[config.mk]
export PLATFORM = sky130hd
export DESIGN_NAME = e1ras_top
export DESIGN_NICKNAME = d
export VERILOG_FILES = /design/src/e1ras_pkg.sv /design/src/e1ras_top.sv
export SDC_FILE = /design/constraint.sdc
export NUM_CORES = 1
export LEC_CHECK = 0
export BUFFER_PORTS_ARGS = -buffer_cell sky130_fd_sc_hd__buf_2
export CAP_MARGIN = 20
export CORE_ASPECT_RATIO = 1.5
export CORE_UTILIZATION = 45
export CTS_CLUSTER_DIAMETER = 150
export CTS_CLUSTER_SIZE = 24
export DETAILED_ROUTE_END_ITERATION = 12
export PLACE_DENSITY_LB_ADDON = 0.3
export SLEW_MARGIN = 40
export SYNTH_ARGS = -nofsm -noshare
export SYNTH_HDL_FRONTEND = slang
export SYNTH_SLANG_ARGS = --single-unit
[constraint.sdc]
create_clock -name i_core_clk -period 1.9 [get_ports i_core_clk]
set_input_delay 0.38 -clock i_core_clk [delete_from_list [all_inputs] [get_ports i_core_clk]]
set_output_delay 0.38 -clock i_core_clk [all_outputs]
set_load 0.03 [all_outputs]
[src/e1ras_pkg.sv]
// Shared constants and types for the E1 receive alignment status bank
package e1ras_pkg;

  // ---------------------------------------------------------------
  // Clock and time base
  // ---------------------------------------------------------------
  localparam int unsigned CLK_PERIOD_NS = 20;
  localparam int unsigned MS_TIME_NS = 1000000;
  localparam int unsigned MS_CYCLES_DEF = MS_TIME_NS / CLK_PERIOD_NS;

  // ---------------------------------------------------------------
  // Timer lengths in milliseconds
  // ---------------------------------------------------------------
  localparam logic [9:0] HALF_SEC_MS = 10'h1f4;
  localparam logic [9:0] SEC_MS = 10'h3e8;
  localparam logic [9:0] INTERVAL_HIGH_MS = 10'h008;
  localparam logic [3:0] PERSIST_MS = 4'h8;
  localparam logic [3:0] SHORT_TIMER_MS = 4'h8;
  localparam logic [8:0] LONG_TIMER_MS = 9'h190;
  localparam logic [1:0] CHECKSUM_ALIGNMENT_INDICATOR_MS = 2'h2;

  // ---------------------------------------------------------------
  // Register offsets
  // ---------------------------------------------------------------
  localparam logic [7:0] ADDR_SYNC_STATUS = 8'h10;
  localparam logic [7:0] ADDR_ALIGN_WORD = 8'h11;
  localparam logic [7:0] ADDR_TIMER_STATUS = 8'h12;
  localparam logic [7:0] ADDR_NON_ALIGN_WORD = 8'h13;
  localparam logic [7:0] ADDR_TS16_WORD = 8'h14;

  // ---------------------------------------------------------------
  // Reset values
  // ---------------------------------------------------------------
  localparam logic [7:0] RST_WORD = 8'h00;
  localparam logic RST_LOSS = 1'b1;
  localparam logic RST_INTERWORKING = 1'b1;

  // ---------------------------------------------------------------
  // Types
  // ---------------------------------------------------------------
  typedef struct packed {
    logic wr;
    logic rd;
    logic [7:0] addr;
    logic [7:0] wdata;
  } e1ras_bus_req_t;

  typedef struct packed {
    logic frame_loss;
    logic signalling_multiframe_loss;
    logic checksum_multiframe_loss;
  } e1ras_align_t;

  typedef struct packed {
    logic valid;
    logic [7:0] word;
  } e1ras_rx_word_t;

  typedef enum logic [2:0] {
    ST_IDLE = 3'b001,
    ST_SEARCH = 3'b010,
    ST_FAIL = 3'b100
  } e1ras_state_t;

endpackage

[src/e1ras_top.sv]
// E1 receive alignment status bank: timers, alignment flags and captured words
`timescale 1ns/1ps

// Notes on behaviour
// - Sync bit 7: basic frame loss
// - Sync bit 6: signalling multiframe loss
// - Sync bit 5: CRC-4 multiframe loss
// - Sync bits 4,3: last E1, E2 bits
// - Reframe flag if no CRC-4 in 8 ms
// - Persistence flag holds 8 ms past loss
// - Sync bit 0: CRC-4 interworking status
// - Alignment word bit 7: first FAS bit
// - Alignment word bits 6-0: FAS bits 2-8
// - Half-second toggle every 0.5 s
// - One-second toggle every second, in step
// - CRC interval bit high 8 ms, falls
// - Remote-error interval bit high 8 ms, falls
// - Long timer bit flips at 400 ms expiry
// - Short timer bit flips at 8 ms expiry
// - Alignment indicator: 2 ms toggle or multiframe
// - Non-alignment bit 7: first NFAS bit
// - Non-alignment bit 6: frame type bit
// - Non-alignment bit 5: remote alarm
// - Non-alignment bits 4-0: national bits
// - TS16 word bits 7-4: alignment nibble
// - TS16 word register at 14H
module e1ras_top #(
  parameter int unsigned MS_CYCLES = e1ras_pkg::MS_CYCLES_DEF
) (
  // Clock and reset
  input wire logic i_core_clk,
  input wire logic i_arst_n,
  // Register port
  input wire e1ras_pkg::e1ras_bus_req_t i_bus,
  output logic [7:0] o_rd_data,
  // Framer alignment state
  input wire e1ras_pkg::e1ras_align_t i_align,
  input wire logic i_crc_mf_start,
  input wire logic i_ebit_valid,
  input wire logic [1:0] i_ebits,
  // Received overhead words
  input wire e1ras_pkg::e1ras_rx_word_t i_fas,
  input wire e1ras_pkg::e1ras_rx_word_t i_nfas,
  input wire e1ras_pkg::e1ras_rx_word_t i_ts16,
  // Status back to the framer
  output logic o_alignment_loss_persistence,
  output logic o_checksum_reframe_flag,
  output logic o_checksum_interworking
);
  import e1ras_pkg::*;

  // ---------------------------------------------------------------
  // Declarations
  // ---------------------------------------------------------------
  logic [31:0] ms_div;
  logic ms_tick;
  logic [9:0] ms_in_sec;
  logic half_second_toggle;
  logic one_second_toggle;
  logic interval_timer;
  logic frame_loss;
  logic frame_loss_d;
  logic signalling_multiframe_loss;
  logic checksum_multiframe_loss;
  logic remote_error_bit_one;
  logic remote_error_bit_two;
  logic [3:0] persist_cnt;
  logic alignment_loss_persistence;
  e1ras_state_t state;
  e1ras_state_t next_state;
  logic [3:0] short_cnt;
  logic [8:0] long_cnt;
  logic short_expire;
  logic long_expire;
  logic long_alignment_timer;
  logic short_alignment_timer;
  logic checksum_reframe_flag;
  logic checksum_interworking;
  logic [1:0] checksum_alignment_indicator_cnt;
  logic checksum_alignment_indicator;
  logic [7:0] fas_word;
  logic [7:0] nfas_word;
  logic [7:0] ts16_word;
  logic frame_acquired;
  logic [7:0] next_rd_data;

  // ---------------------------------------------------------------
  // Millisecond time base
  // ---------------------------------------------------------------
  // One shared tick keeps every timer in step at the cost of up to
  // one millisecond of phase error on timers started by events.
  always_ff @(posedge i_core_clk or negedge i_arst_n) begin
    if (!i_arst_n) begin
      ms_div <= 32'h0;
      ms_tick <= 1'b0;
    end else if (ms_div == MS_CYCLES - 32'h1) begin
      ms_div <= 32'h0;
      ms_tick <= 1'b1;
    end else begin
      ms_div <= ms_div + 32'h1;
      ms_tick <= 1'b0;
    end
  end

  always_ff @(posedge i_core_clk or negedge i_arst_n) begin
    if (!i_arst_n) begin
      ms_in_sec <= 10'h0;
    end else if (ms_tick) begin
      if (ms_in_sec == SEC_MS - 10'h1) begin
        ms_in_sec <= 10'h0;
      end else begin
        ms_in_sec <= ms_in_sec + 10'h1;
      end
    end
  end

  // ---------------------------------------------------------------
  // Free-running second timers
  // ---------------------------------------------------------------
  always_ff @(posedge i_core_clk or negedge i_arst_n) begin
    if (!i_arst_n) begin
      half_second_toggle <= 1'b0;
      one_second_toggle <= 1'b0;
    end else if (ms_tick) begin
      if (ms_in_sec == HALF_SEC_MS - 10'h1 || ms_in_sec == SEC_MS - 10'h1) begin
        half_second_toggle <= ~half_second_toggle;
      end
      if (ms_in_sec == SEC_MS - 10'h1) begin
        one_second_toggle <= ~one_second_toggle;
      end
    end
  end

  // Both accumulation intervals end on the second boundary
  always_ff @(posedge i_core_clk or negedge i_arst_n) begin
    if (!i_arst_n) begin
      interval_timer <= 1'b0;
    end else if (ms_tick) begin
      interval_timer <= (ms_in_sec >= SEC_MS - INTERVAL_HIGH_MS - 10'h1) &&
                        (ms_in_sec != SEC_MS - 10'h1);
    end
  end

  // ---------------------------------------------------------------
  // Alignment state capture
  // ---------------------------------------------------------------
  always_ff @(posedge i_core_clk or negedge i_arst_n) begin
    if (!i_arst_n) begin
      frame_loss <= RST_LOSS;
      frame_loss_d <= RST_LOSS;
      signalling_multiframe_loss <= RST_LOSS;
      checksum_multiframe_loss <= RST_LOSS;
    end else begin
      frame_loss <= i_align.frame_loss;
      frame_loss_d <= frame_loss;
      signalling_multiframe_loss <= i_align.signalling_multiframe_loss;
      checksum_multiframe_loss <= i_align.checksum_multiframe_loss;
    end
  end

  assign frame_acquired = frame_loss_d && !frame_loss;

  always_ff @(posedge i_core_clk or negedge i_arst_n) begin
    if (!i_arst_n) begin
      remote_error_bit_one <= 1'b0;
      remote_error_bit_two <= 1'b0;
    end else if (i_ebit_valid) begin
      remote_error_bit_one <= i_ebits[1];
      remote_error_bit_two <= i_ebits[0];
    end
  end

  // ---------------------------------------------------------------
  // Persistence of basic frame loss
  // ---------------------------------------------------------------
  // One extra tick of hold guarantees at least the full 8 ms.
  always_ff @(posedge i_core_clk or negedge i_arst_n) begin
    if (!i_arst_n) begin
      persist_cnt <= 4'h0;
      alignment_loss_persistence <= RST_LOSS;
    end else begin
      if (i_align.frame_loss) begin
        persist_cnt <= PERSIST_MS + 4'h1;
      end else if (ms_tick && persist_cnt != 4'h0) begin
        persist_cnt <= persist_cnt - 4'h1;
      end
      alignment_loss_persistence <= i_align.frame_loss || (persist_cnt != 4'h0);
    end
  end

  // ---------------------------------------------------------------
  // CRC-4 multiframe search timers
  // ---------------------------------------------------------------
  assign short_expire = (state == ST_SEARCH) && ms_tick && (short_cnt == SHORT_TIMER_MS - 4'h1);
  assign long_expire = (state == ST_SEARCH) && ms_tick && (long_cnt == LONG_TIMER_MS - 9'h1);

  always_comb begin
    next_state = state;
    case (state)
      ST_IDLE: begin
        if (frame_acquired && checksum_multiframe_loss) begin
          next_state = ST_SEARCH;
        end
      end
      ST_SEARCH: begin
        if (frame_loss || !checksum_multiframe_loss) begin
          next_state = ST_IDLE;
        end else if (long_expire) begin
          next_state = ST_FAIL;
        end
      end
      ST_FAIL: begin
        if (frame_loss || !checksum_multiframe_loss) begin
          next_state = ST_IDLE;
        end
      end
      default: begin
        next_state = ST_IDLE;
      end
    endcase
  end

  always_ff @(posedge i_core_clk or negedge i_arst_n) begin
    if (!i_arst_n) begin
      state <= ST_IDLE;
    end else begin
      state <= next_state;
    end
  end

  always_ff @(posedge i_core_clk or negedge i_arst_n) begin
    if (!i_arst_n) begin
      short_cnt <= 4'h0;
      long_cnt <= 9'h0;
    end else if (state != ST_SEARCH) begin
      short_cnt <= 4'hf;
      long_cnt <= 9'h0;
    end else if (ms_tick) begin
      // Starts one below zero: first expiry 8 to 9 ms, then reloads
      short_cnt <= short_expire ? 4'h0 : short_cnt + 4'h1;
      long_cnt <= long_cnt + 9'h1;
    end
  end

  always_ff @(posedge i_core_clk or negedge i_arst_n) begin
    if (!i_arst_n) begin
      short_alignment_timer <= 1'b0;
      long_alignment_timer <= 1'b0;
    end else begin
      if (short_expire) begin
        short_alignment_timer <= ~short_alignment_timer;
      end
      if (long_expire) begin
        long_alignment_timer <= ~long_alignment_timer;
      end
    end
  end

  always_ff @(posedge i_core_clk or negedge i_arst_n) begin
    if (!i_arst_n) begin
      checksum_reframe_flag <= 1'b0;
    end else if (short_expire) begin
      // set on timeout, wins over clear
      checksum_reframe_flag <= 1'b1;
    end else if (!checksum_multiframe_loss) begin
      checksum_reframe_flag <= 1'b0;
    end
  end

  always_ff @(posedge i_core_clk or negedge i_arst_n) begin
    if (!i_arst_n) begin
      checksum_interworking <= RST_INTERWORKING;
    end else if (long_expire) begin
      checksum_interworking <= 1'b0;
    end else if (!checksum_multiframe_loss) begin
      checksum_interworking <= 1'b1;
    end
  end

  // ---------------------------------------------------------------
  // CRC-4 alignment indicator
  // ---------------------------------------------------------------
  always_ff @(posedge i_core_clk or negedge i_arst_n) begin
    if (!i_arst_n) begin
      checksum_alignment_indicator_cnt <= 2'h0;
      checksum_alignment_indicator <= 1'b0;
    end else if (checksum_multiframe_loss) begin
      // free 2 ms toggle while searching
      if (ms_tick) begin
        if (checksum_alignment_indicator_cnt == CHECKSUM_ALIGNMENT_INDICATOR_MS - 2'h1) begin
          checksum_alignment_indicator_cnt <= 2'h0;
          checksum_alignment_indicator <= ~checksum_alignment_indicator;
        end else begin
          checksum_alignment_indicator_cnt <= checksum_alignment_indicator_cnt + 2'h1;
        end
      end
    end else begin
      checksum_alignment_indicator_cnt <= 2'h0;
      if (i_crc_mf_start) begin
        checksum_alignment_indicator <= ~checksum_alignment_indicator;
      end
    end
  end

  // ---------------------------------------------------------------
  // Received overhead words
  // ---------------------------------------------------------------
  always_ff @(posedge i_core_clk or negedge i_arst_n) begin
    if (!i_arst_n) begin
      fas_word <= RST_WORD;
    end else if (i_fas.valid) begin
      // whole FAS byte, first bit at 7
      fas_word <= i_fas.word;
    end
  end

  always_ff @(posedge i_core_clk or negedge i_arst_n) begin
    if (!i_arst_n) begin
      nfas_word <= RST_WORD;
    end else if (i_nfas.valid) begin
      nfas_word <= i_nfas.word;
    end
  end

  always_ff @(posedge i_core_clk or negedge i_arst_n) begin
    if (!i_arst_n) begin
      ts16_word <= RST_WORD;
    end else if (i_ts16.valid) begin
      ts16_word <= i_ts16.word;
    end
  end

  // ---------------------------------------------------------------
  // Register read port
  // ---------------------------------------------------------------
  // Write strobes are ignored: every register here is read-only.
  always_comb begin
    next_rd_data = 8'h00;
    case (i_bus.addr)
      ADDR_SYNC_STATUS: begin
        next_rd_data = {frame_loss, signalling_multiframe_loss, checksum_multiframe_loss,
                        remote_error_bit_one, remote_error_bit_two, checksum_reframe_flag,
                        alignment_loss_persistence, checksum_interworking};
      end
      ADDR_ALIGN_WORD: begin
        next_rd_data = fas_word;
      end
      ADDR_TIMER_STATUS: begin
        next_rd_data = {half_second_toggle, one_second_toggle, interval_timer, interval_timer,
                        long_alignment_timer, short_alignment_timer,
                        checksum_alignment_indicator, 1'b0};
      end
      ADDR_NON_ALIGN_WORD: begin
        next_rd_data = nfas_word;
      end
      ADDR_TS16_WORD: begin
        next_rd_data = ts16_word;
      end
      default: begin
        next_rd_data = 8'h00;
      end
    endcase
  end

  always_ff @(posedge i_core_clk or negedge i_arst_n) begin
    if (!i_arst_n) begin
      o_rd_data <= 8'h00;
    end else begin
      o_rd_data <= i_bus.rd ? next_rd_data : 8'h00;
    end
  end

  // ---------------------------------------------------------------
  // Status outputs
  // ---------------------------------------------------------------
  assign o_alignment_loss_persistence = alignment_loss_persistence;
  assign o_checksum_reframe_flag = checksum_reframe_flag;
  assign o_checksum_interworking = checksum_interworking;

endmodule

Word-level counts from Yosys, hierarchy flattened

Cells that the tools add are included.

Register bits after elaboration: 112
Logic and storage cells: 110
Output and inout port bits: 11

Order comparisons: 1
Muxes and demuxes: 28
Reductions and logical operators: 20
Bitwise logic cells: 5
Equal/unequal tests: 23
Add/sub/neg operators: 6

Operators by type and width:

| kind                                                  | number |
|---|---|
| equality test 8 x 5 -> 1 bit, second input constant   | 5 |
| one-hot mux 8 bit (5 select lines)                    | 1 |
| adder 32 x 1 -> 32 bit, second input constant         | 1 |
| equality test 32 x 16 -> 1 bit, second input constant | 1 |
| 2-to-1 mux 32 bit                                     | 1 |
| 2-to-1 mux 4 bit                                      | 5 |
| 2-to-1 mux 9 bit                                      | 2 |
| 2-to-1 mux 3 bit                                      | 4 |
| adder 10 x 1 -> 10 bit, second input constant         | 1 |
| equality test 10 bit, second input constant           | 1 |
| equality test 10 x 9 -> 1 bit, second input constant  | 1 |
| >= comparator 10 bit, second input constant           | 1 |
| 2-to-1 mux 10 bit                                     | 1 |
| inequality test 10 bit, second input constant         | 1 |
| adder 9 x 1 -> 9 bit, second input constant           | 1 |
| equality test 9 bit, second input constant            | 1 |
| 2-to-1 mux 1 bit                                      | 9 |
| one-hot mux 3 bit (3 select lines)                    | 1 |
| 2-to-1 mux 8 bit                                      | 1 |
| logical AND 1 bit                                     | 7 |
| 2-to-1 mux 2 bit                                      | 3 |
| inequality test 2 x 1 -> 1 bit, second input constant | 3 |
| inequality test 2 bit, second input constant          | 3 |
| inequality test 3 x 2 -> 1 bit, second input constant | 2 |
| other kinds (15)                                      | 26 |

Depth between registers and ports, before layout

Depth after elaboration: 6
Mapped depth: 7
Depth with buffers taken out: 6

Least setup slack after synthesis

Ideal clock, no wire load.

Kind: register -> register
Start: reg ms_div[13]
End: reg ms_div[28]
Arrival time: 1.574 ns
Period minus slack after synthesis: 1.654 ns
Setup slack: 0.246 ns
Stages on the path, launching flop included: 6
Cell sequence: dfrtp_1 -> nand4_1 -> or4_1 -> buf_6 -> nor4_4 -> xor2_1

Word-level cells in the longest chain between the ends: 2

RTL lines:

| item                                                                            | line                              | source |
|---|---|---|
| start, declared                                                                 | e1ras_top.sv:55                   | `logic [31:0] ms_div;` |
| start signal, assigned                                                          | e1ras_top.sv:100                  | `ms_div <= ms_div + 32'h1;` |
| adder 32 x 1 -> 32 bit / equality test 32 x 16 -> 1 bit (equally long branches) | e1ras_top.sv:100, e1ras_top.sv:96 |  |
| 2-to-1 mux 32 bit *                                                             | e1ras_top.sv:96                   | `end else if (ms_div == MS_CYCLES - 32'h1) begin` |

Every way passes the cells marked *; elsewhere a longest branch is shown, timed or not.
A chain may end at the register's enable or synchronous reset.

Worst setup path in the final report

Start: reg ms_div[0]
End: reg ms_div[14]

The elaborated chain is that of the path after synthesis.

==> reports/qor.yml <==
clock.fmax_mhz: 574.5
fin_nets: 584
worstPathArrival_ps: 1960
layout_min_cycle_time_ps: 1741
crit_family: "simple AND/OR/NAND/NOR gates"
synth_area_per_cell_um2: 11.49
syn-cell-area_mm2: 0.005182
fin_crit_sh_pct: 91.61
synth_area_leaders: "dfrtp_1 (51%), mux2_2 (7.2%), xor2_1 (4.6%)"
postSynthNetCount: 511
htreeDepth: 3
critical_path_buf_inv_count: 1
ir_drop_v: 0.0004223
setup_tns_ps: 0
die_area_mm2: 0.01196
n_antenna_cell: 0
skew_ps: 5.763
end_kind: "flop"
detail_route.iter0.violations: 146
synth_common_cells: "dfrtp_1 (105), nor2_1 (39), mux2_2 (33), xor2_1 (27), nand2_1 (25)"
ys_warn_count: 0
cts_inserted_buffers: 9
ys_types: 45
status: "finished clean"
critPathKind: "reg2reg"
grt_max_degree: 44
core_area_mm2: 0.01111
clock-sinks: 112
critPathSlowestCell: "dfrtp_1"
leakage_nw: 2.722
synth-edff-count: 0
synthCells: 451
ys.flop_type: "dfrtp_1"
maxCapViolations: 0
die_w_um: 89.62
grt_pass1_wl_um: 17310
post-route-drc-count: 0
ys_async_sr_fraction_pct: 100.0
hold_slack_ps: 126.8
antenna_found_initial: 0
grt_util_all_layers_pct: 19.02
rows: 47
grt_overflow_total: 0
maxSlewViolCount: 0
dr.pass1.iters: 4
hold_class: "in2reg"
max_stage_delay_ps: 390
cts_buffer_depth: 2
wire_per_inst_um: 15.46
critical_path.cell_chain: "ha_1 -> and3_1 -> nand4_1 -> nor4_4 -> buf_4 -> a21oi_1"
tritoncts: "done"
area_growth_pct: 17.48
ys_ff_latch: 112
io_pins: 65
netlist.area_leader.share_pct: 50.70
p_per_area_mw_per_mm2: 790.8
start_util_pct: 46.63
finalSetupViolCount: 0
startpoint_type: "flop"
cts-root-buf: "clkbuf_16"
clkSlewWorstSetupHoldPaths_ps: 70
die_y_um: 133.4
critPathMaxFanout: 10
yosysTopAreaCell: "dfrtp_1"
drt-vias-per-instance: 5.352
tightest_slew_ps: 459.0
yosysMostFrequentCell: "dfrtp_1"
ant_nets: 0
slew_headroom_pct: 68.97
required_ps: 2120
vias: 3618
routed_wl_um: 10450
synth_sequential_area_ratio_pct: 54.25
dp_hpwl_um: 7664
clk_latency_ps: 350
grt_pass1_vias: 3747
drive_gt1_share_pct: 27.60
hold_violations: 0
routabilityCongestion: 0.8002
rsz0062_at_grt: "no"
io_buffers: 55
p_total_mw: 4.815
[metal layers]
metal / track usage [%] / up-vias / routed length, µm
met4: 8.377 / 0 / 270
li1: - / 1737 / -
met1: 21.69 / 1780 / 4297
met3: 3.470 / 20 / 372
met5: 0 / - / 0
met2: 33.67 / 81 / 5510
[worst paths after layout]
kind,slack [ps],end,startpoint,cells after the start
max reg2reg,160,ms_div[14],ms_div[0],6
max in group asynchronous,830,signalling_multiframe_loss,i_arst_n,3
min reg2reg,410,frame_loss_d,frame_loss,0
max,160,ms_div[14],ms_div[0],6
min in group asynchronous,440,nfas_word[3],i_arst_n,2
min,130,checksum_multiframe_loss,i_align[0],1
[cell type report]
class | instances | area, µm²
fill | 952 | 5026
sequential | 112 | 2811
multi-input combinational | 307 | 2230
timing repair buffer | 79 | 485.5
clock buffer | 11 | 242.7
tap | 147 | 183.9
clock inverter | 5 | 78.83
inverter | 15 | 56.30
[placed cells by master (no fill, tap or decap), drive strengths merged, types with 3 or more instances in the layout]
cell type,Yosys,layout
or3,5,5
clkbuf,15,11
o21ai,6,6
buf,2,78
mux2,33,33
nand3,18,18
and4,4,4
dfstp,7,7
nor4,9,9
nand2b,3,3
nor3,20,20
xor2,27,27
a22oi,6,6
nand3b,4,4
and3,4,4
a21oi,12,12
nor2,39,39
ha,6,6
o2bb2ai,7,7
mux2i,12,12
inv,15,16
xnor2,24,24
nand2,25,25
nand4,17,17
dfrtp,105,105
nor4b,3,3
[where the power goes]
| part | internal (mW) | switching [mW] |
|---|---|---|
| sequential | 2.46 | 0.0401 |
| clock | 1.19 | 0.835 |
| combinational | 0.145 | 0.142 |
| total | 3.80 | 1.02 |
[flip-flops by register name, indices dropped and copies added, names as in the netlist, 4 cells and up]
name and count:
ms_div 32, short_cnt 4, ms_in_sec 10, nfas_word 8
fas_word 8, ts16_word 8, o_rd_data 8, long_cnt 9
persist_cnt 4
[logic make-up (layout without fill, tap and decap cells)]
kind of cell	count (synthesis)	after routing	synth area share [%]
AND/OR/NAND/NOR	163	163	17.84
flip-flops	112	112	54.25
XOR/XNOR	51	51	8.619
multiplexers	45	45	9.488
AO/OA/AOI/OAI	42	42	5.553
buffers and inverters	32	110	2.800
adder cells (fa/ha/maj)	6	6	1.449
[metrics by stage]
step / setup WS [ps] / util (%) / instance area [µm²] / instances
detailed placement: 145.6 / 51.76 / 5753 / 659
finish: 159.3 / 54.78 / 6088 / 676
global route: 54.90 / 54.78 / 6088 / 676
floorplan: 246.3 / - / 5182 / 451
global placement: 182.4 / 51.76 / 5753 / 659
CTS: 93.41 / 54.75 / 6085 / 676
[repair_timing]
action                                  CTS  global route
gates resized for setup                   0             1
endpoints found under the hold margin    12             0
endpoints found under the setup margin    0             1
buffers inserted                          0             1
hold buffers                              1             0
(Power assumes the default switching activity.)
